==> src/core/bmh_pkg.sv <==
/*
 * Constants, types and carriers for the bus monitor host register bank.
 * Assumes a single 100 MHz clock domain; all inputs come from logic
 * on that same clock.
 */
// What this block does
// - Address list base is read-write, 16 bits, loads 0x00B0 on master reset
// - Monitor soft reset leaves the address list base untouched
// - Last-message pointer is read-only, loads first stack word at message end
// - Both message pointers clear on master reset and on soft reset
// - Next pointer copies stack current pointer at message end; zero means start
// - Configuration 11 gives a 16-bit count held in the low register
// - Configuration 01 gives a 48-bit count over low, mid and high registers
// - Count bits 15-0 low, 31-16 mid, upper bits high
// - Count ignores writes; clear, capture, load via config bits 15-14
// - Three utility registers are read-write and clear on master reset
// - Load or clear copies utility into count, all three words in 48-bit mode
// - Capture copies count into utility, all three words in 48-bit mode
// - Time-match enable bit 6 raises interrupt on count equal to match
// - Events with enable clear are dropped; later enabling recalls nothing
// - Enabled event sets same pending bit and adds an interrupt log entry
// - Reading a pending register returns it and clears its own bits; hardware summary bits 2-0 still follow their groups
// - Interrupt output asserts only for pending bits with output enable set
// - One interrupt output ORs all output-enabled pending groups
// - Hardware pending bits 2-0 flag non-zero group pending; monitor at bit 1
// - Log keeps 32 entries of two words, ID then address, at 0x0180-0x01BF
// - Monitor bits: 8 cmd roll, 7 data roll, 6/5 matches, 4 error, 3 end
// - Monitor bits 2-0 unwritable, read 000; pending bits 15-9 read 0
package bmh_pkg;

    ////////////////////////////////////////////////////////////////////////
    // Register offsets
    localparam logic [7:0] OFS_HW_PEND = 8'h06;
    localparam logic [7:0] OFS_MT_PEND = 8'h08;
    localparam logic [7:0] OFS_HW_IE = 8'h0F;
    localparam logic [7:0] OFS_MT_IE = 8'h11;
    localparam logic [7:0] OFS_HW_OE = 8'h13;
    localparam logic [7:0] OFS_MT_OE = 8'h15;
    localparam logic [7:0] OFS_BASE = 8'h2F;
    localparam logic [7:0] OFS_NEXT_PTR = 8'h30;
    localparam logic [7:0] OFS_LAST_PTR = 8'h31;
    localparam logic [7:0] OFS_TT_CFG = 8'h39;
    localparam logic [7:0] OFS_CNT_LO = 8'h3A;
    localparam logic [7:0] OFS_CNT_MID = 8'h3B;
    localparam logic [7:0] OFS_CNT_HI = 8'h3C;
    localparam logic [7:0] OFS_UTIL_LO = 8'h3D;
    localparam logic [7:0] OFS_UTIL_MID = 8'h3E;
    localparam logic [7:0] OFS_UTIL_HI = 8'h3F;
    localparam logic [7:0] OFS_MATCH_LO = 8'h40;
    localparam logic [7:0] OFS_MATCH_MID = 8'h41;
    localparam logic [7:0] OFS_MATCH_HI = 8'h42;

    ////////////////////////////////////////////////////////////////////////
    // Reset values, fields, encodings
    localparam logic [15:0] BASE_RESET = 16'h00B0;
    localparam int HW_TM_BIT = 6;
    localparam int SUM_BC_BIT = 0;
    localparam int SUM_MT_BIT = 1;
    localparam int SUM_RT_BIT = 2;
    localparam int IIW_TM_BIT = 15;
    localparam logic [1:0] MODE_16 = 2'h3;
    localparam logic [1:0] MODE_48 = 2'h1;
    localparam logic [1:0] TT_CLEAR = 2'h1;
    localparam logic [1:0] TT_LOAD = 2'h2;
    localparam logic [1:0] TT_CAPTURE = 2'h3;
    localparam logic [15:0] LOG_BASE = 16'h0180;

    ////////////////////////////////////////////////////////////////////////
    // Carriers
    typedef enum logic [0:0] {
        LOG_IDLE = 1'b0,
        LOG_ADDR = 1'b1
    } bmh_log_e;

    typedef struct packed {
        logic [7:0] addr;
        logic [15:0] wdata;
        logic wr;
        logic rd;
    } bmh_bus_s;

    // Monitor engine side; events use bits 8-3 of the monitor layout
    typedef struct packed {
        logic msg_done;
        logic [15:0] first_addr;
        logic [15:0] stack_ptr;
        logic [8:3] events;
        logic [15:0] status_addr;
        logic tick;
        logic soft_reset;
        logic [1:0] mode;
    } bmh_mon_s;

    typedef struct packed {
        logic we;
        logic [15:0] addr;
        logic [15:0] data;
    } bmh_log_s;

    typedef struct packed {
        logic [15:0] base;
        logic [15:0] next_ptr;
        logic [15:0] last_ptr;
        logic [13:0] tt_cfg;
        logic [47:0] cnt;
        logic [47:0] util;
        logic [47:0] match;
        logic match_q;
        logic [15:0] hw_ie;
        logic [15:0] hw_oe;
        logic tm_pend;
        logic [8:3] mt_ie;
        logic [8:3] mt_oe;
        logic [8:3] mt_pend;
        logic [15:0] log_id;
        logic [15:0] log_iaw;
        logic [15:0] cur_iaw;
        logic [4:0] log_ptr;
        bmh_log_e log_st;
        bmh_log_s log;
        logic [15:0] rdata;
        logic irq_n;
    } bmh_state_s;

endpackage : bmh_pkg

==> src/core/bmh_regs.sv <==
/*
 * Host register bank of the simple bus monitor: pointers, time tag,
 * monitor interrupts, summary decoding and the interrupt log writer.
 * Assumes the monitor engine, the time base and the other interrupt
 * groups run on i_clk; the host bus reads data one cycle after i_bus.rd.
 */
// Local design decision: the plain strobed port.
`timescale 1ns/10ps
module bmh_regs (
    input wire logic i_clk,
    input wire logic i_arst_n,
    input wire bmh_pkg::bmh_bus_s i_bus,
    input wire bmh_pkg::bmh_mon_s i_mon,
    input wire logic i_bc_pend_nz,
    input wire logic i_rt_pend_nz,
    input wire logic i_bc_irq,
    input wire logic i_rt_irq,
    output logic [15:0] o_rdata,
    output logic o_irq_n,
    output bmh_pkg::bmh_log_s o_log
);

    bmh_pkg::bmh_state_s s_reg;
    bmh_pkg::bmh_state_s s_next;

    function automatic logic wr_hit(input bmh_pkg::bmh_bus_s b,
                                    input logic [7:0] ofs);
        wr_hit = b.wr && (b.addr == ofs);
    endfunction : wr_hit

    function automatic logic rd_hit(input bmh_pkg::bmh_bus_s b,
                                    input logic [7:0] ofs);
        rd_hit = b.rd && (b.addr == ofs);
    endfunction : rd_hit

    logic mode48;
    logic tm_equal;
    logic tm_event;
    logic [8:3] mt_new;
    logic [1:0] tt_cmd;
    logic [15:0] hw_pend_view;

    assign mode48 = (i_mon.mode == bmh_pkg::MODE_48);
    assign tm_equal = mode48 ? (s_reg.cnt == s_reg.match)
                             : (s_reg.cnt[15:0] == s_reg.match[15:0]);
    assign tm_event = tm_equal && !s_reg.match_q
                      && s_reg.hw_ie[bmh_pkg::HW_TM_BIT];
    assign mt_new = i_mon.events & s_reg.mt_ie;
    assign tt_cmd = wr_hit(i_bus, bmh_pkg::OFS_TT_CFG) ? i_bus.wdata[15:14]
                                                       : 2'h0;
    always_comb begin
        hw_pend_view = 16'h0000;
        hw_pend_view[bmh_pkg::HW_TM_BIT] = s_reg.tm_pend;
        hw_pend_view[bmh_pkg::SUM_BC_BIT] = i_bc_pend_nz;
        hw_pend_view[bmh_pkg::SUM_MT_BIT] = |s_reg.mt_pend;
        hw_pend_view[bmh_pkg::SUM_RT_BIT] = i_rt_pend_nz;
    end

    ////////////////////////////////////////////////////////////////////////
    // Next state
    always_comb begin
        s_next = s_reg;
        s_next.log.we = 1'b0;
        s_next.rdata = 16'h0000;

        // Writable registers
        if (wr_hit(i_bus, bmh_pkg::OFS_BASE)) begin
            s_next.base = i_bus.wdata;
        end
        if (wr_hit(i_bus, bmh_pkg::OFS_TT_CFG)) begin
            s_next.tt_cfg = i_bus.wdata[13:0];
        end
        if (wr_hit(i_bus, bmh_pkg::OFS_UTIL_LO)) begin
            s_next.util[15:0] = i_bus.wdata;
        end
        if (wr_hit(i_bus, bmh_pkg::OFS_UTIL_MID)) begin
            s_next.util[31:16] = i_bus.wdata;
        end
        if (wr_hit(i_bus, bmh_pkg::OFS_UTIL_HI)) begin
            s_next.util[47:32] = i_bus.wdata;
        end
        if (wr_hit(i_bus, bmh_pkg::OFS_MATCH_LO)) begin
            s_next.match[15:0] = i_bus.wdata;
        end
        if (wr_hit(i_bus, bmh_pkg::OFS_MATCH_MID)) begin
            s_next.match[31:16] = i_bus.wdata;
        end
        if (wr_hit(i_bus, bmh_pkg::OFS_MATCH_HI)) begin
            s_next.match[47:32] = i_bus.wdata;
        end
        if (wr_hit(i_bus, bmh_pkg::OFS_HW_IE)) begin
            s_next.hw_ie = i_bus.wdata;
        end
        if (wr_hit(i_bus, bmh_pkg::OFS_HW_OE)) begin
            s_next.hw_oe = i_bus.wdata;
        end
        if (wr_hit(i_bus, bmh_pkg::OFS_MT_IE)) begin
            s_next.mt_ie = i_bus.wdata[8:3];
        end
        if (wr_hit(i_bus, bmh_pkg::OFS_MT_OE)) begin
            s_next.mt_oe = i_bus.wdata[8:3];
        end

        // Message completion; soft reset leaves the base alone
        if (i_mon.soft_reset) begin
            s_next.next_ptr = 16'h0000;
            s_next.last_ptr = 16'h0000;
        end else if (i_mon.msg_done) begin
            s_next.last_ptr = i_mon.first_addr;
            s_next.next_ptr = i_mon.stack_ptr;
        end

        // Time tag; a load or clear outranks a tick in the same cycle
        if (tt_cmd == bmh_pkg::TT_CLEAR || tt_cmd == bmh_pkg::TT_LOAD) begin
            s_next.cnt[15:0] = s_reg.util[15:0];
            if (mode48) begin
                s_next.cnt[47:16] = s_reg.util[47:16];
            end
        end else begin
            if (tt_cmd == bmh_pkg::TT_CAPTURE) begin
                s_next.util[15:0] = s_reg.cnt[15:0];
                if (mode48) begin
                    s_next.util[47:16] = s_reg.cnt[47:16];
                end
            end
            if (i_mon.tick) begin
                if (mode48) begin
                    s_next.cnt = s_reg.cnt + 48'h1;
                end else begin
                    s_next.cnt[15:0] = s_reg.cnt[15:0] + 16'h1;
                end
            end
        end
        s_next.match_q = tm_equal;

        // Read data and read-to-clear; a new event wins over the clear
        if (i_bus.rd) begin
            unique case (i_bus.addr)
                bmh_pkg::OFS_HW_PEND: s_next.rdata = hw_pend_view;
                bmh_pkg::OFS_MT_PEND: s_next.rdata = {7'h00, s_reg.mt_pend,
                                                      3'h0};
                bmh_pkg::OFS_HW_IE: s_next.rdata = s_reg.hw_ie;
                bmh_pkg::OFS_MT_IE: s_next.rdata = {7'h00, s_reg.mt_ie, 3'h0};
                bmh_pkg::OFS_HW_OE: s_next.rdata = s_reg.hw_oe;
                bmh_pkg::OFS_MT_OE: s_next.rdata = {7'h00, s_reg.mt_oe, 3'h0};
                bmh_pkg::OFS_BASE: s_next.rdata = s_reg.base;
                bmh_pkg::OFS_NEXT_PTR: s_next.rdata = s_reg.next_ptr;
                bmh_pkg::OFS_LAST_PTR: s_next.rdata = s_reg.last_ptr;
                bmh_pkg::OFS_TT_CFG: s_next.rdata = {2'h0, s_reg.tt_cfg};
                bmh_pkg::OFS_CNT_LO: s_next.rdata = s_reg.cnt[15:0];
                bmh_pkg::OFS_CNT_MID: s_next.rdata = s_reg.cnt[31:16];
                bmh_pkg::OFS_CNT_HI: s_next.rdata = s_reg.cnt[47:32];
                bmh_pkg::OFS_UTIL_LO: s_next.rdata = s_reg.util[15:0];
                bmh_pkg::OFS_UTIL_MID: s_next.rdata = s_reg.util[31:16];
                bmh_pkg::OFS_UTIL_HI: s_next.rdata = s_reg.util[47:32];
                bmh_pkg::OFS_MATCH_LO: s_next.rdata = s_reg.match[15:0];
                bmh_pkg::OFS_MATCH_MID: s_next.rdata = s_reg.match[31:16];
                bmh_pkg::OFS_MATCH_HI: s_next.rdata = s_reg.match[47:32];
                default: s_next.rdata = 16'h0000;
            endcase
        end
        if (rd_hit(i_bus, bmh_pkg::OFS_MT_PEND)) begin
            s_next.mt_pend = 6'h00;
        end
        if (rd_hit(i_bus, bmh_pkg::OFS_HW_PEND)) begin
            s_next.tm_pend = 1'b0;
        end
        s_next.mt_pend = s_next.mt_pend | mt_new;
        s_next.tm_pend = s_next.tm_pend | tm_event;

        // Log writer; events arriving mid-entry merge into the next one
        unique case (s_reg.log_st)
            bmh_pkg::LOG_IDLE: begin
                if (s_reg.log_id != 16'h0000) begin
                    s_next.log.we = 1'b1;
                    s_next.log.addr = bmh_pkg::LOG_BASE
                                      + {10'h000, s_reg.log_ptr, 1'b0};
                    s_next.log.data = s_reg.log_id;
                    s_next.cur_iaw = s_reg.log_iaw;
                    s_next.log_id = 16'h0000;
                    s_next.log_st = bmh_pkg::LOG_ADDR;
                end
            end
            bmh_pkg::LOG_ADDR: begin
                s_next.log.we = 1'b1;
                s_next.log.addr = s_reg.log.addr + 16'h1;
                s_next.log.data = s_reg.cur_iaw;
                s_next.log_ptr = s_reg.log_ptr + 5'h1;
                s_next.log_st = bmh_pkg::LOG_IDLE;
            end
        endcase
        if (mt_new != 6'h00) begin
            s_next.log_id[8:3] = s_next.log_id[8:3] | mt_new;
            s_next.log_iaw = i_mon.status_addr;
        end
        if (tm_event) begin
            s_next.log_id[bmh_pkg::IIW_TM_BIT] = 1'b1;
            if (mt_new == 6'h00) begin
                s_next.log_iaw = 16'h0000;
            end
        end

        // One shared output for every group
        s_next.irq_n = !(|(s_next.mt_pend & s_next.mt_oe)
                         || (s_next.tm_pend && s_reg.hw_oe[bmh_pkg::HW_TM_BIT])
                         || i_bc_irq || i_rt_irq);
    end

    ////////////////////////////////////////////////////////////////////////
    // State register
    always_ff @(posedge i_clk or negedge i_arst_n) begin
        if (!i_arst_n) begin
            s_reg <= '0;
            s_reg.base <= bmh_pkg::BASE_RESET;
            s_reg.irq_n <= 1'b1;
            s_reg.log_st <= bmh_pkg::LOG_IDLE;
        end else begin
            s_reg <= s_next;
        end
    end

    assign o_rdata = s_reg.rdata;
    assign o_irq_n = s_reg.irq_n;
    assign o_log = s_reg.log;
endmodule : bmh_regs

==> config.mk <==
export PLATFORM = sky130hd
export DESIGN_NAME = bmh_regs
export DESIGN_NICKNAME = d
export VERILOG_FILES = /design/src/core/bmh_pkg.sv /design/src/core/bmh_regs.sv
export SDC_FILE = /design/constraint.sdc
export NUM_CORES = 1
export LEC_CHECK = 0
export BUFFER_PORTS_ARGS = -buffer_cell sky130_fd_sc_hd__buf_2
export CAP_MARGIN = 20
export CORE_MARGIN = 1.5
export CORE_UTILIZATION = 25
export CTS_BUF_LIST = sky130_fd_sc_hd__clkbuf_4 sky130_fd_sc_hd__clkbuf_8 sky130_fd_sc_hd__clkbuf_16
export CTS_CLUSTER_DIAMETER = 30
export CTS_CLUSTER_SIZE = 10
export DETAILED_ROUTE_END_ITERATION = 12
export GPL_TIMING_DRIVEN = 0
export HOLD_SLACK_MARGIN = 0.08
export PLACE_DENSITY_LB_ADDON = 0.1
export SYNTH_ARGS = -nofsm -noshare
export SYNTH_HDL_FRONTEND = slang
export SYNTH_SLANG_ARGS = --single-unit
==> constraint.sdc <==
create_clock -name i_clk -period 2.5 [get_ports i_clk]
set_input_delay 0.25 -clock i_clk [delete_from_list [all_inputs] [get_ports i_clk]]
set_output_delay 0.25 -clock i_clk [all_outputs]
set_load 0.01 [all_outputs]
=== After elaboration in Yosys (flattened, before gate mapping) ===
Cells that the tools add are included.

* Register bits: 353
* Output and inout bits: 50

* Add/subtract/negate cells: 5
* Equality and inequality tests: 27
* Muxes and demuxes: 29
* Bitwise operators: 6
* Reductions and logical operators: 34

{| class="wikitable"
|+ Operators with widths
! cell !! number
|-
| $pmux 16 s19 || 1
|-
| $mux 48 || 4
|-
| $mux 16 || 10
|-
| $mux 32 || 5
|-
| $eq 8x6->1 const B || 10
|-
| $pmux 34 s2 || 1
|-
| $add 48x1->48 const B || 1
|-
| $eq 48x48->1 || 1
|-
| $mux 34 || 1
|-
| $add 16x1->16 const B || 2
|-
| $eq 8x5->1 const B || 3
|-
| $eq 8x7->1 const B || 3
|-
| $mux 6 || 3
|-
| $logic_and 1x1->1 || 17
|-
| $eq 16x16->1 || 1
|-
| $eq 8x4->1 const B || 2
|-
| $reduce_bool 16->1 || 1
|-
| $and 6x6->6 || 2
|-
| $or 6x6->6 || 2
|-
| $reduce_or 6->1 || 2
|-
| $add 9x6->10 const A || 1
|-
| $eq 8x3->1 const B || 1
|-
| $logic_not 6->1 || 1
|-
| $reduce_and 2->1 || 3
|-
| other kinds (13) || 23
|}

=== Depth between registers and ports, before layout ===
Gate-level depths: netlist of the first run.

* Word-level depth: 10
* Gate-level depth with buffers: 11

=== Worst setup path before layout of the first run ===
No wires, ideal clock.

* Path type: reg-to-reg
* Start point: reg s_reg[257] in the netlist's numbering
* End point: reg s_reg[77] in the netlist's numbering
* Library setup time: 132 ps
* Data arrival time: 2351 ps
* Data required time: 2368 ps
* Setup slack: 17 ps
* Cell stages (with the launch flop): 9
* Buffers on the path: 2
* Period minus slack after synthesis: 2483 ps
* Cell sequence: dfrtp_1 > clkbuf_1 > xor2_1 > nor4_1 > nand4_1 > or3b_2 > nor3_1 > clkbuf_1 > nor2_1

{| class="wikitable"
|+ RTL lines
! element !! RTL line !! RTL
|-
| from (decl) || bmh_regs.sv:23 || <nowiki>bmh_pkg::bmh_state_s s_reg;</nowiki>
|-
| from (signal assigned) || bmh_regs.sv:218 || <nowiki>s_reg <= s_next;</nowiki>
|}

==> results of run 1 <==
-- per-layer routing --
layer / part of all wire (%) / vias up / track usage, %
li1: - / 6792 / -
met3: 6.5 / 158 / 4.47
met4: 3.2 / 2 / 6.91
met5: 0.021 / - / 0
met1: 43 / 7804 / 28.4
met2: 47 / 645 / 34.7
-- cell families after synthesis --
| family | count (synthesis) | synth area share, % |
|---|---|---|
| AOI/OAI and AO/OA | 346 | 13.0 |
| xor gates and xnor gates | 72 | 3.58 |
| adders and majority gates | 4 | 0.284 |
| buffers and inverters | 197 | 5.37 |
| DFF | 353 | 50.2 |
| muxes | 238 | 14.5 |
| and+or+nand+nor | 479 | 13.1 |
-- area by class of cell --
class,instances,area share [%]
clock buffers,148,12.8
multi-input cells,1139,32.9
well taps,940,4.79
clock inverters,49,2.61
inverters,8,0.143
repair buffers,238,7.14
diodes,1,0.0102
plain buffers,160,3.54
flip-flops and latches,353,36.1
-- final timing paths --
| check | endpoint | slack [ps] | depth (start not counted) |
|---|---|---|---|
| hold / removal | s_reg[111] | 160 | 2 |
| min in group i_clk | s_reg[252] | 280 | 4 |
| max in group asynchronous | s_reg[350] | 1110 | 4 |
| setup / recovery | o_rdata[0] | -2 | 8 |
| setup reg to reg | s_reg[72] | 100 | 7 |
| hold reg to reg | s_reg[55] | 460 | 1 |
-- cells in the final DEF (no fill, tap or decap), types with 26 or more instances in the layout --
cell / count
a222oi_1: 36
dlygate4sd3_1: 66
xnor2_1: 41
a22oi_1: 52
clkbuf_1: 65
nand2_1: 199
buf_2: 137
a21oi_1: 56
dfrtp_1: 332
nand4_1: 39
o21ai_0: 99
and3_1: 26
xor2_1: 31
o22ai_1: 30
mux2_2: 122
clkbuf_16: 107
buf_4: 85
nor2_1: 77
mux2i_1: 114
nand3_1: 44
-- worst max-delay path, stage by stage --
cell and delay [ps]:
buf_2 130, or4b_2 830, nor3_4 490, nor4_1 130
nand4_1 140, o21ai_2 180, clkbuf_2 370, a21oi_1 460
-- timing repair --
action                     in CTS  in global routing
setup endpoints to repair     203                107
hold buffers                   66                  0
resized for setup              84                 39
buffers inserted               16                 21
pin swaps                      11                  9
hold endpoints to repair      255                  0
-- report_power, final --
part           switching [mW]  internal (mW)  total, mW
clock network            4.07           9.69       13.8
registers               0.774           6.47       7.25
logic                    1.35           1.21       2.57
-- stage by stage --
stage / setup TNS (ps) / total power, mW / cell area (sq um)
2_1_floorplan: 0 / 8.48 / 17600
3_3_place_gp: -2519610 / 9.63 / 19400
3_5_place_dp: -226860 / 9.69 / 19600
4_1_cts: 0 / 23.8 / 24300
5_1_grt: -2.03 / 24.5 / 24500
6_report: -1.53 / 23.6 / 24500
==> run metrics, run 1 <==
Fin Hold WS 156 ps; max reg flops 302; Max Transition Viols Final 0; top_reg_cell synth dfrtp_1; first-pass GRT wire length 110000 um; Post-synth EDFFs 0; largest net degree at the start of global routing 92; area of the multi-input gates 8070 sq um; layout cells sized above 1 31.7%; Setup-failing EPs final 1; Placed Instances 2763; Sink Count 353; CP Class input pin to flop; Residual DRC 0; startpoint types input pin; Synth Warn # 0; Final Util 35.1%; Async SR Flop Fraction 100%; Mapped Area 17600 sq um; r2r startpoint s_reg[266]; Detailed Place HPWL 56500 um; Slew Limit Headroom 24.6%; CP Launch Point i_bus[23]; synthesized area per cell 10.4 sq um; period utilisation layout 100%; DR iter-0 viols 1595; leak pwr 11.4 nW; core area 69900 sq um; clock insertion delay at the later pin of the skew report 660 ps; WP data required 3000 ps; vias in the first global route 15400; Clock Pin Slew Worst Setup and Hold Paths 40 ps; Chip Height 268 um; drt pass-1 iters 7; Synth Net Count 1784; gr ovfl total 0; cell chosen for the clock root clkbuf_16; clock skew 52.0 ps; status finished, violations left; DR vias 15400; power density cells 961 nW/um^2; die area 72000 sq um; Fmax achieved 400 MHz; DRT antenna net count 0; sequential share of the synthesized area 50.2%; failing checks negative setup slack; Area Growth Syn to Fin 39.4%; Starting Density 25.2%; Netlist cell types 59; Finished Layout Cells 3036; max cap viols 0; Die Width 268 um; crit-path max FO 10; wire per inst 25.4 um; Final Worst Setup Slack -1.53 ps; Least-Margin Pin Slew 1130 ps; CP Capture Type flop; WP data arrival 3000 ps; CTS Buffer Depth 3; CTS Buf Count 107; count leader, synth dfrtp_1; top post-synthesis cells by area dfrtp_1 50%, mux2_2 7.8%, mux2i_1 6.5%; Yosys top cell area share 49.6%; Routed WL 77000 um; post-layout min period 2500 ps; Synth top cells by count 349 x dfrtp_1, 199 x nand2_1, 124 x clkbuf_1; I/O pin count 141; initial antenna violation count 5; synthesized flop and latch total 353; peak supply drop 0.000501 V; CTS tree done; Place WS -1630 ps; H-tree depth 3; RD Place Congestion 0.906; cell taking the most area after synthesis dfrtp_1; hold crit path type input pin to async pin; vias per cell 5.07; GRT Overall Usage 21.4%; Fillers 7152; Reg area 8860 sq um; Final nets 2102; Std-Cell Rows 97; post-synthesis cell count 1689; Hold Fails Final Rpt 0; # port buffers 128
Note: power is estimated with default switching activity, not from simulation.
==> inputs of run 2 (changes only) <==
--- a/config.mk
+++ b/config.mk
@@ -15,6 +15,7 @@
 export DETAILED_ROUTE_END_ITERATION = 12
 export GPL_TIMING_DRIVEN = 0
 export HOLD_SLACK_MARGIN = 0.08
+export MAX_ROUTING_LAYER = met4
 export PLACE_DENSITY_LB_ADDON = 0.1
 export SYNTH_ARGS = -nofsm -noshare
 export SYNTH_HDL_FRONTEND = slang
==> run 2 against run 1 <==
Against the previous run: the run still ends with negative setup slack left; critical endpoint is now s_reg[131]; largest power group unchanged; largest cell class unchanged; non-clock buffer count is 1 higher; wire length hardly changed; register-to-register slack worse by 20 ps; maximum frequency is 0.59% lower.
==> run metrics, run 2 (synthesis gave the netlist of run 1 again) <==
CP Capture Type flop; max reg flops 302; Worst Reg2Reg Path Length in Cells 7; DR iter-0 viols 1445; Sw Ratio 26.3%; clock insertion delay at the later pin of the skew report 660 ps; post-route cell area 24500 sq um; Setup-failing EPs final 2; crit-path max cell delay 570 ps; hold crit path type input pin to async pin; Residual DRC 0; drt pass-1 iters 6; WP data arrival 3020 ps; Clock Pin Slew Worst Setup and Hold Paths 40 ps; peak supply drop 0.000499 V; clock skew 52.6 ps; Sw Pwr 6.21 mW; post-layout min period 2520 ps; max cap viols 0; vias in the first global route 15400; top layer in use met4; worst r2r dst s_reg[292]; metal3 WL 4490 um; CP Class input pin to flop; Detailed Place HPWL 56500 um; die area 72000 sq um; CTS tree done; r2r setup slk 80 ps; worst-path cell with the longest stage delay nor3_4; worst path cell trace buf_2 > or4b_4 > buf_6 > nor3_4 > nand2_1 > clkbuf_2 > mux2_2; Final Util 35.1%; layout cells sized above 1 31.6%; core area 69900 sq um; Seq pwr share 30.7%; leak pwr 11.4 nW; vias per cell 5.05; CP bufs+invs 3; Slew Limit Headroom 26.8%; DR WL met2 36300 um; wire per inst 25.3 um; Starting Density 25.2%; Routed WL 76900 um; critical path's top delay family simple AND/OR/NAND/NOR gates; GRT Overall Usage 22.0%; crit-path max FO 10; CTS Buffer Depth 3; status finished, violations left; combinational power share 10.9%; Sink Count 353; most frequent cells in the layout 334 x dfrtp_1, 199 x nand2_1, 137 x buf_2; r2r startpoint s_reg[264]; RD Place Congestion 0.922; cell chosen for the clock root clkbuf_16; Area Growth Syn to Fin 39.3%; Final Worst Setup Slack -16.3 ps; gr ovfl total 0; Fmax achieved 397 MHz; WP data required 3000 ps; routed metal-1 wirelength 33700 um; Hold Fails Final Rpt 0; Placed Area 19600 sq um; first-pass GRT wire length 110000 um; DR vias 15300; Std-Cell Rows 97; I/O pin count 141; DRT antenna net count 0; Die Width 268 um; Placed Instances 2763; Place WS -1630 ps; Max Transition Viols Final 0; Finished Layout Cells 3037; most common cell after layout, fill and taps aside dfrtp_1; period utilisation layout 101%; CTS Buf Count 107; Least-Margin Pin Slew 1100 ps; startpoint types input pin; initial antenna violation count 4; power density cells 961 nW/um^2; failing checks negative setup slack; Clock power frac 58.4%; largest net degree at the start of global routing 92; Final nets 2103; # port buffers 128; H-tree depth 3; Chip Height 268 um; Setup TNS Final -32.0 ps; Int Power 17.4 mW
run 2: changes by cell type in the layout (fill, tap and decap cells not counted), sizes merged:
cell,previous run,this run
buf,240,241
run 2: repair_timing:
item,in CTS,in global routing
hold endpoints to repair,255,0
setup endpoints to repair,203,108
gates resized for setup,84,34
pin swaps,11,10
buffers inserted,16,22
hold buffers,66,0
run 2: power by group through the flow:
stage          Clock, mW  Combinational, mW  Sequential, mW
3_5_place_dp           0               2.48            7.21
2_1_floorplan          0               1.58            6.90
4_1_cts             14.0               2.54            7.26
3_3_place_gp           0               2.43            7.21
5_1_grt             14.3               2.87            7.34
6_report            13.8               2.56            7.24
run 2: worst max-delay path by stage:
stage	startpoint	to	slack [ps]	cells past startpoint
after global routing	i_bus[23]	o_rdata[2]	-9	8
after global placement	i_arst_n	s_reg[318]	-6600	1
after detailed placement	i_bus[18]	o_rdata[8]	-1630	9
after CTS	s_reg[94]	s_reg[69]	5	8
after floorplan	s_reg[257]	s_reg[77]	20	8
final	i_bus[23]	s_reg[131]	-20	7
run 2: through the flow:
| stage | total power, mW | hold WS (ps) |
|---|---|---|
| floorplan | 8.48 | -45.6 |
| global placement | 9.63 | 457 |
| detailed placement | 9.69 | 233 |
| CTS | 23.8 | 153 |
| global route | 24.5 | 207 |
| finish | 23.6 | 154 |
run 2: routing by layer:
metal / up-vias / GRT usage, %
met5: - / -
met4: 0 / 6.77
met3: 163 / 4.05
met2: 592 / 34.8
met1: 7801 / 28.6
li1: 6792 / -
run 2: area by class of cell:
type | instances | area [sq um]
fillers | 7152 | 45400
flip-flops and latches | 353 | 8860
multi-input cells | 1139 | 8060
clock buffers | 148 | 3130
repair buffers | 239 | 1760
well taps | 940 | 1180
plain buffers | 160 | 870
clock inverters | 49 | 639
inverters | 8 | 35.0
diodes | 1 | 2.50
